[config.mk]
export PLATFORM = sky130hd
export DESIGN_NAME = csm_regs
export DESIGN_NICKNAME = d
export VERILOG_FILES = /design/src/rtl/csm_pkg.sv /design/src/rtl/csm_regs.sv /design/src/rtl/csm_exc_gate.sv
export SDC_FILE = /design/constraint.sdc
export NUM_CORES = 1
export LEC_CHECK = 0
export ABC_AREA = 0
export CAP_MARGIN = 20
export CORE_AREA = 4 4 85 87
export CTS_BUF_LIST = sky130_fd_sc_hd__clkbuf_16
export DETAILED_ROUTE_END_ITERATION = 12
export DIE_AREA = 0 0 89 91
export DONT_BUFFER_PORTS = 1
export MAX_ROUTING_LAYER = met4
export PLACE_DENSITY = 0.8
export SLEW_MARGIN = 20
export SYNTH_ARGS = -nofsm -noshare
export SYNTH_HDL_FRONTEND = slang
export SYNTH_SLANG_ARGS = --single-unit
[constraint.sdc]
create_clock -name mclk -period 3.7 [get_ports mclk]
set_clock_uncertainty 0.05 [all_clocks]
set_input_delay 0.74 -clock mclk [delete_from_list [all_inputs] [get_ports mclk]]
set_output_delay 0.74 -clock mclk [all_outputs]
set_load 0.02 [all_outputs]
[src/rtl/csm_pkg.sv]
// Purpose: Shared constants for the core status and mask register block
// Assumes: 32-bit special registers, 9-bit exception numbers
// Notes:   Selector codes name the special register a move targets
package csm_pkg;
    // Condition flag register field positions
    localparam int FLAG_N_BIT = 31;
    localparam int FLAG_Z_BIT = 30;
    localparam int FLAG_C_BIT = 29;
    localparam int FLAG_V_BIT = 28;
    localparam int FLAG_Q_BIT = 27;
    // Exception number field
    localparam int EXC_NUM_W  = 9;
    localparam logic [8:0] EXC_THREAD  = 9'h000;
    localparam logic [8:0] EXC_NMI     = 9'h002;
    localparam logic [8:0] EXC_HARD    = 9'h003;
    localparam logic [8:0] EXC_MEMMAN  = 9'h004;
    localparam logic [8:0] EXC_BUS     = 9'h005;
    localparam logic [8:0] EXC_USAGE   = 9'h006;
    localparam logic [8:0] EXC_SVCALL  = 9'h00B;
    localparam logic [8:0] EXC_PENDSRV = 9'h00E;
    localparam logic [8:0] EXC_SYSTEM_TICK_TIMER = 9'h00F;
    localparam logic [8:0] EXC_IRQ_BASE = 9'h010;
    // Execution state field positions
    localparam int ES_HI_LSB   = 25;
    localparam int ES_LO_LSB   = 10;
    localparam int ES_TBIT     = 24;
    localparam int ICI_REG_LSB = 12;
    // Mask and thread configuration registers
    localparam logic [7:0] THRESH_IMPL = 8'hE0;
    localparam int CTRL_SPSEL_BIT = 1;
    localparam int CTRL_UNPRIV_BIT = 0;
    // Reset values
    localparam logic [31:0] PSR_RESET  = 32'h0100_0000;
    localparam logic [7:0]  THRESH_RST = 8'h00;
    // Special register selector codes
    localparam logic [4:0] SEL_FLAGS   = 5'h00;
    localparam logic [4:0] SEL_IFLAGS  = 5'h01;
    localparam logic [4:0] SEL_EFLAGS  = 5'h02;
    localparam logic [4:0] SEL_PSR     = 5'h03;
    localparam logic [4:0] SEL_EXCNUM  = 5'h05;
    localparam logic [4:0] SEL_EXEC    = 5'h06;
    localparam logic [4:0] SEL_IEXEC   = 5'h07;
    localparam logic [4:0] SEL_PRIBLK  = 5'h10;
    localparam logic [4:0] SEL_THRESH  = 5'h11;
    localparam logic [4:0] SEL_FLTBLK  = 5'h13;
    localparam logic [4:0] SEL_CTRL    = 5'h14;
endpackage : csm_pkg

[src/rtl/csm_regs.sv]
// Purpose: Special state registers: flags, exception number, execution
//          state, exception masks and thread configuration
// Assumes: Core decodes moves and change-state instructions into strobes
// Notes:   Move reads answer one cycle after the strobe
`timescale 1ns/1ns
// Overview of operation
// (RULE1) Negative and zero flags track each operation result.
// (RULE2) Carry flag is one on add carry or subtract without borrow.
// (RULE3) Overflow flag follows whether the operation overflowed.
// (RULE4) Saturation flag is sticky until software writes it to zero.
// (RULE5) Low nine bits report the current exception number.
// (RULE6) External interrupt lines report as line index plus sixteen.
// (RULE7) Execution state lives in bits 26:25 and 15:10, rest reserved.
// (RULE8) Move reads of execution state give zero, writes are ignored.
// (RULE9) Interrupted multi-transfer records next register in bits 15:12.
// (RULE10) After service the transfer resumes at the recorded register.
// (RULE11) Bits 26:25 and 11:10 are zero while multi-transfer state held.
// (RULE12) Predication instruction conditions up to four following ones.
// (RULE13) Masks move-readable and writable; change-state sets two masks.
// (RULE14) Configurable-priority mask blocks all configurable exceptions.
// (RULE15) All-but-NMI mask blocks every exception except NMI.
// (RULE16) Leaving any non-NMI handler clears the all-but-NMI mask.
// (RULE17) Nonzero threshold blocks exceptions with priority value >= it.
// (RULE18) Only threshold bits 7:5 exist; 4:0 read zero.
// (RULE19) Thread configuration bit 1 selects main or process stack.
// (RULE20) In handler mode stack-select reads zero and ignores writes.
// (RULE21) Bit 0 sets thread privilege; exception entry/return update it. The code changes bit 0 only on a write; entry/return update only bit 1.
// (RULE22) Software issues a sync barrier after changing stack pointer.
// (RULE23) Only privileged software may write thread configuration.
// (RULE24) Writes to exception number bits are discarded.
// (RULE25) Reserved bits read zero and discard writes.
module csm_regs (
    input  wire logic        mclk,
    input  wire logic        reset,
    input  wire logic        flag_upd,
    input  wire logic        flag_n,
    input  wire logic        flag_z,
    input  wire logic        flag_c,
    input  wire logic        flag_v,
    input  wire logic        sat_hit,
    input  wire logic        msr_valid,
    input  wire logic [4:0]  msr_sel,
    input  wire logic [31:0] msr_wdata,
    input  wire logic        mrs_valid,
    input  wire logic [4:0]  mrs_sel,
    input  wire logic        cps_valid,
    input  wire logic        cps_set,
    input  wire logic        cps_pri,
    input  wire logic        cps_flt,
    input  wire logic        exc_entry,
    input  wire logic [8:0]  exc_entry_num,
    input  wire logic        exc_return,
    input  wire logic [8:0]  exc_return_num,
    input  wire logic        exc_return_spsel,
    input  wire logic        xfer_suspend,
    input  wire logic [3:0]  xfer_next_reg,
    input  wire logic        pred_load,
    input  wire logic [7:0]  pred_value,
    input  wire logic        pred_advance,
    input  wire logic        gate_req,
    input  wire logic [8:0]  gate_num,
    input  wire logic [7:0]  gate_pri,
    output logic [31:0] mrs_rdata_q,
    output logic        mrs_done_q,
    output logic [4:0]  flags_q,
    output logic [8:0]  exc_num_q,
    output logic        pri_block_q,
    output logic        flt_block_q,
    output logic [2:0]  thresh_q,
    output logic        spsel_q,
    output logic        unpriv_q,
    output logic        xfer_held_q,
    output logic [3:0]  xfer_reg_q,
    output logic        xfer_resume_q,
    output logic [3:0]  xfer_resume_reg_q,
    output logic [7:0]  pred_state_q,
    output logic [31:0] psr_stack_q,
    output logic        gate_done_q,
    output logic        gate_allow_q
);
    ////////////////////////////////////////////////////////////////////
    // Decode helpers
    logic handler_mode;
    logic privileged;
    logic wr_priv;
    logic wr_flags;
    logic wr_pri;
    logic wr_flt;
    logic wr_thresh;
    logic wr_ctrl;
    logic [7:0] thresh_full;
    logic gate_allow;
    function automatic logic sel_has_flags(input logic [4:0] sel);
        return (sel == csm_pkg::SEL_FLAGS) || (sel == csm_pkg::SEL_IFLAGS)
            || (sel == csm_pkg::SEL_EFLAGS) || (sel == csm_pkg::SEL_PSR);
    endfunction : sel_has_flags
    function automatic logic sel_has_excnum(input logic [4:0] sel);
        return (sel == csm_pkg::SEL_IFLAGS) || (sel == csm_pkg::SEL_PSR)
            || (sel == csm_pkg::SEL_EXCNUM) || (sel == csm_pkg::SEL_IEXEC);
    endfunction : sel_has_excnum
    // Stacked view of execution state; multi-transfer form zeroes the
    // condition bits
    function automatic logic [31:0] exec_view(input logic held,
                                              input logic [3:0] reg_idx,
                                              input logic [7:0] pred);
        logic [31:0] v;
        v = 32'h0000_0000;
        v[csm_pkg::ES_TBIT] = 1'b1;
        if (held) begin
            v[csm_pkg::ICI_REG_LSB +: 4] = reg_idx;        // [RULE11]
        end else begin
            v[csm_pkg::ES_HI_LSB +: 2] = pred[1:0];        // [RULE7]
            v[csm_pkg::ES_LO_LSB +: 6] = pred[7:2];
        end
        return v;
    endfunction : exec_view
    assign handler_mode = (exc_num_q != csm_pkg::EXC_THREAD);
    assign privileged   = handler_mode || !unpriv_q;
    assign wr_flags     = msr_valid && sel_has_flags(msr_sel);
    assign wr_priv      = msr_valid && privileged;
    assign wr_pri       = wr_priv && (msr_sel == csm_pkg::SEL_PRIBLK);
    assign wr_flt       = wr_priv && (msr_sel == csm_pkg::SEL_FLTBLK);
    assign wr_thresh    = wr_priv && (msr_sel == csm_pkg::SEL_THRESH);
    assign wr_ctrl      = wr_priv && (msr_sel == csm_pkg::SEL_CTRL); // [RULE23]
    assign thresh_full  = {thresh_q, 5'b00000};            // [RULE18]
    ////////////////////////////////////////////////////////////////////
    // Condition flags
    always_ff @(posedge mclk or posedge reset) begin
        if (reset) begin
            flags_q <= 5'b00000;
        end else begin
            if (flag_upd) begin
                flags_q[4] <= flag_n;                      // [RULE1]
                flags_q[3] <= flag_z;                      // [RULE1]
                flags_q[2] <= flag_c;                      // [RULE2]
                flags_q[1] <= flag_v;                      // [RULE3]
            end else if (wr_flags) begin
                flags_q[4:1] <= msr_wdata[csm_pkg::FLAG_N_BIT -: 4];
            end
            // Saturation is sticky; a hit beats a software clear
            if (sat_hit) begin
                flags_q[0] <= 1'b1;                        // [RULE4]
            end else if (wr_flags) begin
                flags_q[0] <= msr_wdata[csm_pkg::FLAG_Q_BIT]; // [RULE4]
            end
        end
    end

    ////////////////////////////////////////////////////////////////////
    // Exception number: only entry and return move it
    always_ff @(posedge mclk or posedge reset) begin
        if (reset) begin
            exc_num_q <= csm_pkg::EXC_THREAD;
        end else if (exc_entry) begin
            exc_num_q <= exc_entry_num;                    // [RULE5] [RULE6]
        end else if (exc_return) begin
            exc_num_q <= exc_return_num;                   // [RULE24]
        end
    end

    ////////////////////////////////////////////////////////////////////
    // Exception masks
    always_ff @(posedge mclk or posedge reset) begin
        if (reset) begin
            pri_block_q <= 1'b0;
        end else if (cps_valid && privileged && cps_pri) begin
            pri_block_q <= cps_set;                        // [RULE13]
        end else if (wr_pri) begin
            pri_block_q <= msr_wdata[0];                   // [RULE13]
        end
    end
    always_ff @(posedge mclk or posedge reset) begin
        if (reset) begin
            flt_block_q <= 1'b0;
        end else if (exc_return && (exc_num_q != csm_pkg::EXC_NMI)) begin
            flt_block_q <= 1'b0;                           // [RULE16]
        end else if (cps_valid && privileged && cps_flt) begin
            flt_block_q <= cps_set;                        // [RULE13]
        end else if (wr_flt) begin
            flt_block_q <= msr_wdata[0];                   // [RULE13]
        end
    end
    always_ff @(posedge mclk or posedge reset) begin
        if (reset) begin
            thresh_q <= csm_pkg::THRESH_RST[7:5];
        end else if (wr_thresh) begin
            thresh_q <= msr_wdata[7:5];                    // [RULE18]
        end
    end

    ////////////////////////////////////////////////////////////////////
    // Thread configuration
    always_ff @(posedge mclk or posedge reset) begin
        if (reset) begin
            spsel_q <= 1'b0;
        end else if (exc_entry) begin
            spsel_q <= 1'b0;                               // [RULE20]
        end else if (exc_return) begin
            spsel_q <= (exc_return_num == csm_pkg::EXC_THREAD) &&
                       exc_return_spsel;                   // [RULE21]
        end else if (wr_ctrl && !handler_mode) begin
            spsel_q <= msr_wdata[csm_pkg::CTRL_SPSEL_BIT]; // [RULE19] [RULE20]
        end
    end
    always_ff @(posedge mclk or posedge reset) begin
        if (reset) begin
            unpriv_q <= 1'b0;
        end else if (wr_ctrl) begin
            unpriv_q <= msr_wdata[csm_pkg::CTRL_UNPRIV_BIT]; // [RULE21]
        end
    end

    ////////////////////////////////////////////////////////////////////
    // Multi-transfer suspend and resume
    always_ff @(posedge mclk or posedge reset) begin
        if (reset) begin
            xfer_held_q <= 1'b0;
            xfer_reg_q  <= 4'h0;
        end else if (xfer_suspend) begin
            xfer_held_q <= 1'b1;                           // [RULE9]
            xfer_reg_q  <= xfer_next_reg;                  // [RULE9]
        end else if (exc_return && xfer_held_q) begin
            xfer_held_q <= 1'b0;
        end
    end
    always_ff @(posedge mclk or posedge reset) begin
        if (reset) begin
            xfer_resume_q     <= 1'b0;
            xfer_resume_reg_q <= 4'h0;
        end else begin
            xfer_resume_q <= exc_return && xfer_held_q;    // [RULE10]
            if (exc_return && xfer_held_q) begin
                xfer_resume_reg_q <= xfer_reg_q;           // [RULE10]
            end
        end
    end
    ////////////////////////////////////////////////////////////////////
    // Predicated group: top three bits are base condition, low five bits the mask
    always_ff @(posedge mclk or posedge reset) begin
        if (reset) begin
            pred_state_q <= 8'h00;
        end else if (pred_load) begin
            pred_state_q <= pred_value;                    // [RULE12]
        end else if (xfer_suspend) begin
            pred_state_q <= 8'h00;
        end else if (pred_advance) begin
            if (pred_state_q[2:0] == 3'b000) begin
                pred_state_q <= 8'h00;                     // [RULE12]
            end else begin
                pred_state_q[4:0] <= {pred_state_q[3:0], 1'b0}; // [RULE12]
            end
        end
    end

    ////////////////////////////////////////////////////////////////////
    // Stacked status word, as exception entry would push it
    always_ff @(posedge mclk or posedge reset) begin
        if (reset) begin
            psr_stack_q <= csm_pkg::PSR_RESET;
        end else begin
            psr_stack_q <= {flags_q, 27'h0000000}
                         | {23'h000000, exc_num_q}
                         | exec_view(xfer_held_q, xfer_reg_q, pred_state_q);
        end
    end

    ////////////////////////////////////////////////////////////////////
    // Move-from reads
    always_ff @(posedge mclk or posedge reset) begin
        if (reset) begin
            mrs_rdata_q <= 32'h0000_0000;
            mrs_done_q  <= 1'b0;
        end else begin
            mrs_done_q  <= mrs_valid;
            mrs_rdata_q <= 32'h0000_0000;                  // [RULE8] [RULE25]
            if (mrs_valid) begin
                if (sel_has_flags(mrs_sel)) begin
                    mrs_rdata_q[31:27] <= flags_q;
                end
                if (sel_has_excnum(mrs_sel) && privileged) begin
                    mrs_rdata_q[8:0] <= exc_num_q;         // [RULE5]
                end
                if (privileged) begin
                    unique case (mrs_sel)
                        csm_pkg::SEL_PRIBLK: mrs_rdata_q[0] <= pri_block_q;
                        csm_pkg::SEL_FLTBLK: mrs_rdata_q[0] <= flt_block_q;
                        csm_pkg::SEL_THRESH: mrs_rdata_q[7:0] <= thresh_full;
                        csm_pkg::SEL_CTRL:
                            mrs_rdata_q[1:0] <= {spsel_q && !handler_mode,
                                                 unpriv_q}; // [RULE20]
                        default: ;
                    endcase
                end
            end
        end
    end
    ////////////////////////////////////////////////////////////////////
    // Activation gate
    csm_exc_gate u_gate (
        .req_num   (gate_num),
        .req_pri   (gate_pri),
        .pri_block (pri_block_q),
        .flt_block (flt_block_q),
        .threshold (thresh_full),
        .allow     (gate_allow)
    );
    always_ff @(posedge mclk or posedge reset) begin
        if (reset) begin
            gate_done_q  <= 1'b0;
            gate_allow_q <= 1'b0;
        end else begin
            gate_done_q  <= gate_req;
            gate_allow_q <= gate_req && gate_allow;        // [RULE14] [RULE15]
        end
    end
endmodule : csm_regs

[src/rtl/csm_exc_gate.sv]
// Purpose: Decide whether a pending exception may activate under the masks
// Assumes: Priority value is already aligned to the implemented bits
// Notes:   Purely combinational; the caller registers the result
`timescale 1ns/1ns
module csm_exc_gate (
    input  wire logic [8:0] req_num,
    input  wire logic [7:0] req_pri,
    input  wire logic       pri_block,
    input  wire logic       flt_block,
    input  wire logic [7:0] threshold,
    output logic            allow
);
    logic fixed_pri;
    logic is_nmi;
    always_comb begin
        is_nmi    = (req_num == csm_pkg::EXC_NMI);
        // Reset, NMI and hard fault carry fixed priority
        fixed_pri = (req_num <= csm_pkg::EXC_HARD);
        allow     = 1'b1;
        if (flt_block && !is_nmi) begin                    // [RULE15]
            allow = 1'b0;
        end
        if (pri_block && !fixed_pri) begin                 // [RULE14]
            allow = 1'b0;
        end
        if ((threshold != 8'h00) && !fixed_pri &&
            (req_pri >= threshold)) begin                  // [RULE17]
            allow = 1'b0;
        end
    end
endmodule : csm_exc_gate

# [Yosys cells after proc, flatten, opt, wreduce, memory -nomap -nowiden]
# Cells that the tools add are included.
[word_totals] regBits=88 latchBits=0 ram_bits=0 mem_bits_ro=0 in_bits=110 out_inout_bits=106 n_memories=0
[classes] add_sub_neg=0 n_mul=0 div=0 n_lt_le_gt_ge=2 eq_ne=18 shift=0 mux=35 bitwise=2 n_reduce_logical=50
[op_table] op="5-bit == test (second input constant)" count=8
[op_table] op="9-bit 2-to-1 mux" count=4
[op_table] op="8-bit 2-to-1 mux" count=4
[op_table] op="32-bit by 27-bit bitwise OR with 32-bit output" count=1
[op_table] op="32-bit by 9-bit bitwise OR with 32-bit output" count=1
[op_table] op="5-bit by 2-bit == test with 1-bit output (second input constant)" count=4
[op_table] op="1-bit logical AND" count=20
[op_table] op="1-bit 2-to-1 mux" count=15
[op_table] op="5-bit 2-to-1 mux" count=3
[op_table] op="4-bit 2-to-1 mux" count=3
[op_table] op="3-bit nonzero test" count=4
[op_table] op="5-bit by 1-bit == test with 1-bit output (second input constant)" count=2
[op_table] op="5-bit by 3-bit == test with 1-bit output (second input constant)" count=2
[op_table] op="5-bit zero test" count=2
[op_table] op="1-bit logical OR" count=10
[op_table] op="2-bit nonzero test" count=5
[op_table] op="9-bit by 2-bit == test with 1-bit output (second input constant)" count=1
[op_table] op="9-bit by 2-bit <= comparator with 1-bit output (second input constant)" count=1
[op_table] op="9-bit zero test" count=1
[op_table] op="9-bit by 2-bit != test with 1-bit output (second input constant)" count=1
[op_table] op="9-bit nonzero test" count=1
[op_table] op="8-bit greater-or-equal comparator" count=1
[op_table] op="8-bit nonzero test" count=1
[op_table] op="6-bit 2-to-1 mux" count=1
[op_table] op="7 further kinds" count=11

# [Logic depth before layout (Yosys ltp)]
[logic_depth] depth_word=9 ltp_mapped=6 ltp_nobuf=6

# [Cells and area by module]
# A second synthesis with hierarchy kept.
[unflattened] hier_cells=308 hier_area_um2=3533.4
[modules_own_cells] mod="csm_regs" instances=1 cells_each=271 area_each_um2=3288.2 seq_area_each_um2=1951.9
[modules_own_cells] mod="csm_exc_gate" instances=1 cells_each=37 area_each_um2=245.2 seq_area_each_um2=0.0

# [Worst setup path before layout]
# OpenSTA, ideal clock, no wires.
[synth_path] path_type="register to register" start="register exc_num_q[4]" end="register thresh_q[0]" setup_ns=0.125 t_arrival_ns=2.087 required_time_ns=3.525 setup_slack_ns=1.438 path_stages_with_launch=6 path_buffers=1 period_less_slack_ns=2.262 cell_sequence="dfrtp_1 -> or4_4 -> or4b_4 -> buf_6 -> nand4_4 -> mux2_4"
[synth_via] elab_chain_cells=4
[synth_rtl] item="start, declared" line_no="csm_regs.sv:66" source="output logic [8:0] exc_num_q,"
[synth_rtl] item="start signal, assigned" line_no="csm_regs.sv:153" source="exc_num_q <= csm_pkg::EXC_THREAD;"
[synth_rtl] item="start signal, assigned" line_no="csm_regs.sv:155" source="exc_num_q <= exc_entry_num;"
[synth_rtl] item="start signal, assigned" line_no="csm_regs.sv:157" source="exc_num_q <= exc_return_num;"
[synth_rtl] item="9-bit nonzero test" line_no="csm_regs.sv:117" source="assign handler_mode = (exc_num_q != csm_pkg::EXC_THREAD);"
[synth_rtl] item="1-bit logical OR" line_no="csm_regs.sv:118" source="assign privileged = handler_mode || !unpriv_q;"
[synth_rtl] item="1-bit logical AND" line_no="csm_regs.sv:120" source="assign wr_priv = msr_valid && privileged;"
[synth_rtl] item="1-bit logical AND" line_no="csm_regs.sv:123" source="assign wr_thresh = wr_priv && (msr_sel == csm_pkg::SEL_THRESH);"
[synth_rtl] item="end signal, assigned" line_no="csm_regs.sv:185" source="thresh_q <= csm_pkg::THRESH_RST[7:5];"
[synth_rtl] item="end signal, assigned" line_no="csm_regs.sv:187" source="thresh_q <= msr_wdata[7:5];"
[synth_rtl] item="end, declared" line_no="csm_regs.sv:69" source="output logic [2:0] thresh_q,"
# No other way between the ends.
# A chain may end at the register's enable or synchronous reset.

# [Final worst setup path]
[layout_path] start="register exc_num_q[8]" end="register thresh_q[2]"
# Same word-level chain as after synthesis.

==> metrics <==
TritonCTS clock tree=built; Synth area leader=dfrtp_1; top-area cell type share of the netlist area=56.5%; first-pass GRT wire length=11300 µm; HP Class=primary input to async pin; clk sink count=78; Slew Limit Fails=0; Critical Path Sink Type=flip-flop; IO Count=216; Yosys cell types=49; prevailing post-synth register cell=dfrtp_1; dpl hpwl=5710 µm; # fillers=507; final cell count without fillers=377; Final Hold Fails=0; ratio of cells with drive above 1 in the final layout=13.0%; register area share after synthesis=56.5%; final setup vio count=0; largest net degree at the start of global routing=42; unrepaired setup endpoints after global routing=false; # rows=29; Initial Util=54.4%; Syn Area/Cell=11.7 µm²; actual slew at the worst max-slew pin=0.870 ns; min cycle time layout=2.35 ns; GP Congestion=0.832; Slew HR=41.9%; Post-synth ARST share=100%; htree depth=3; area grow syn2layout=6.74%; initial drt markers=67; Post-DRT Antenna Nets=0; hold buffers post-CTS=0; CP Launch Type=flip-flop; Synth Cell Area=3450 µm²; CP Buf/Inv Count=0; Post-synth top cells=78 x dfrtp_1, 28 x buf_4, 26 x nand2_1; Max Freq=0.425 GHz; core area=6350 µm²; Mapped Cells=295; setup TNS=0 ns; vias in the first global route=2147; # DRC=0; Top delay family on crit path=simple AND/OR/NAND/NOR gates; max incr delay on CP=0.63 ns; CTS max path bufs=2; placed cell count=363; Critical Path AT=2.50 ns; Die X=89 µm; Syn. warnings=0; Ant. Diodes=0; buffer count from post-CTS setup fixing=0; post_cts resized=0; port bufs=0; grt total ovfl=0; top-count cell post-synth=dfrtp_1; post-DR wirelength/cell=19.7 µm; TritonCTS buffer count=9; Tot GR Track Use=18.3%; die span in y=91 µm; leakage=1.70 nW; critical-path cell with the highest stage delay=or4_1; initial antenna violation count=0; #FFs+latches synth=78; drt via density=5.84; Period Utilization, post-route=63.6%; Die ar.=8100 µm²; Reg clk slew, reported paths=0.06 ns; total power=0.00207 W; nets@finish=410; via count=2202; clk root buf=clkbuf_16; Post-synth EDFFs=0; final wirelength=7410 µm; worst-skew pair later-pin latency=0.32 ns; CP Max Fanout=7; First-pass DRT Iterations=4; status=finished, final reports clean; worst path required time=3.85 ns; top post-synthesis cells by area=dfrtp_1 57%, buf_4 6.1%, mux2i_1 5.2%; pwr dens=561 nW/µm²; Max Cap Viol=0; peak supply drop=0.339 mV; Crit Path Class=flip-flop to flip-flop; cells along the critical path=or4_1, or4b_4, nand4_4, mux2_4
final timing paths:
path                                           from                   endpoint  slack, ns  depth (start not counted)
max reg2reg                exc_num_q[8]$_DFFE_PP0P_    thresh_q[2]$_DFFE_PP0P_       1.35                          4
min                                           reset  mrs_rdata_q[29]$_DFF_PP0_       0.31                          1
min reg2reg                  flags_q[2]$_DFFE_PP0P_  psr_stack_q[29]$_DFF_PP0_       0.51                          0
max in group asynchronous                     reset       unpriv_q$_DFFE_PP0P_       2.35                          2
max                        exc_num_q[8]$_DFFE_PP0P_    thresh_q[2]$_DFFE_PP0P_       1.35                          4
min in group mclk                          gate_req      gate_done_q$_DFF_PP0_       0.40                          0
worst register-to-register path, delay by kind of cell (launching register included):
kind / cells / cell delay [ns]
flip-flops: 1 / 0.49
multiplexers: 1 / 0.31
AND/OR/NAND/NOR: 3 / 1.39
flip-flops by register name, summed over array words and instances (netlist names), 3 cells and up:
signal             count
thresh_q               3
xfer_resume_reg_q      4
psr_stack_q           22
pred_state_q           8
xfer_reg_q             4
mrs_rdata_q           14
flags_q                5
exc_num_q              9
power breakdown:
part	total (W)	internal, W	switching, W
clock	0.000816	0.000509	0.000307
combinational	0.000164	0.0000763	0.0000874
sequential	0.00109	0.000924	0.000165
cell type report:
type / instances / area [µm²] / share of cell area (%)
clock inverter: 5 / 52.6 / 1.43
multi-input combinational: 198 / 1320 / 35.8
tap: 77 / 96.3 / 2.61
inverter: 9 / 35.0 / 0.950
sequential: 78 / 1950 / 52.9
clock buffer: 9 / 225 / 6.11
timing repair buffer: 1 / 7.51 / 0.204
per-layer routing:
metal / vias to the layer above / share of wire [%] / global-route usage [%] / wire length [µm]
met5: - / 0 / - / 0
met4: 0 / 0.97 / 5.58 / 72
met3: 7 / 12 / 6.06 / 884
met2: 130 / 53 / 30.0 / 3910
met1: 1084 / 34 / 21.1 / 2540
li1: 981 / - / - / -
placed cells by master, fill, tap and decap left out, drive strengths merged, types with 2 or more instances in the layout:
| cell | netlist | final |
|---|---|---|
| conb | 2 | 28 |
| clkinvlp | 0 | 2 |
| nand4 | 2 | 2 |
| a22o | 4 | 4 |
| nor2b | 4 | 4 |
| dfrtp | 78 | 78 |
| mux2 | 16 | 16 |
| or4b | 2 | 2 |
| a22oi | 5 | 5 |
| nor4b | 2 | 2 |
| o21ai | 17 | 17 |
| a21o | 2 | 2 |
| nand2 | 26 | 26 |
| or2 | 2 | 2 |
| inv | 9 | 8 |
| nor4 | 3 | 3 |
| or4 | 4 | 4 |
| and2 | 9 | 9 |
| a21oi | 7 | 7 |
| nor2 | 13 | 13 |
| ha | 3 | 3 |
| nand3 | 2 | 2 |
| nand4b | 2 | 2 |
| mux2i | 18 | 18 |
| nand2b | 3 | 3 |
| clkbuf | 6 | 9 |
| nor3 | 6 | 6 |
| clkinv | 0 | 3 |
| nor3b | 2 | 2 |
| o31ai | 3 | 3 |
cell families after synthesis:
group                      synth area share, %
and+or+nand+nor                           14.6
DFF                                       56.5
AOI/OAI and AO/OA                         8.66
buffers and inverters                     8.15
muxes                                     10.8
adders and majority gates                 1.09
other                                    0.217
stage by stage:
stage / worst slack (ns) / hold slack, ns / area, µm² / util (%)
2_1_floorplan: 0.915 / 0.467 / 3550 / -
3_3_place_gp: 1.37 / 0.491 / 3410 / 53.7
3_5_place_dp: 1.36 / 0.504 / 3410 / 53.7
4_1_cts: 1.34 / 0.328 / 3690 / 58.1
5_1_grt: 1.30 / 0.361 / 3690 / 58.1
6_report: 1.35 / 0.306 / 3690 / 58.1
No activity file was read; power rests on OpenSTA's default activity.
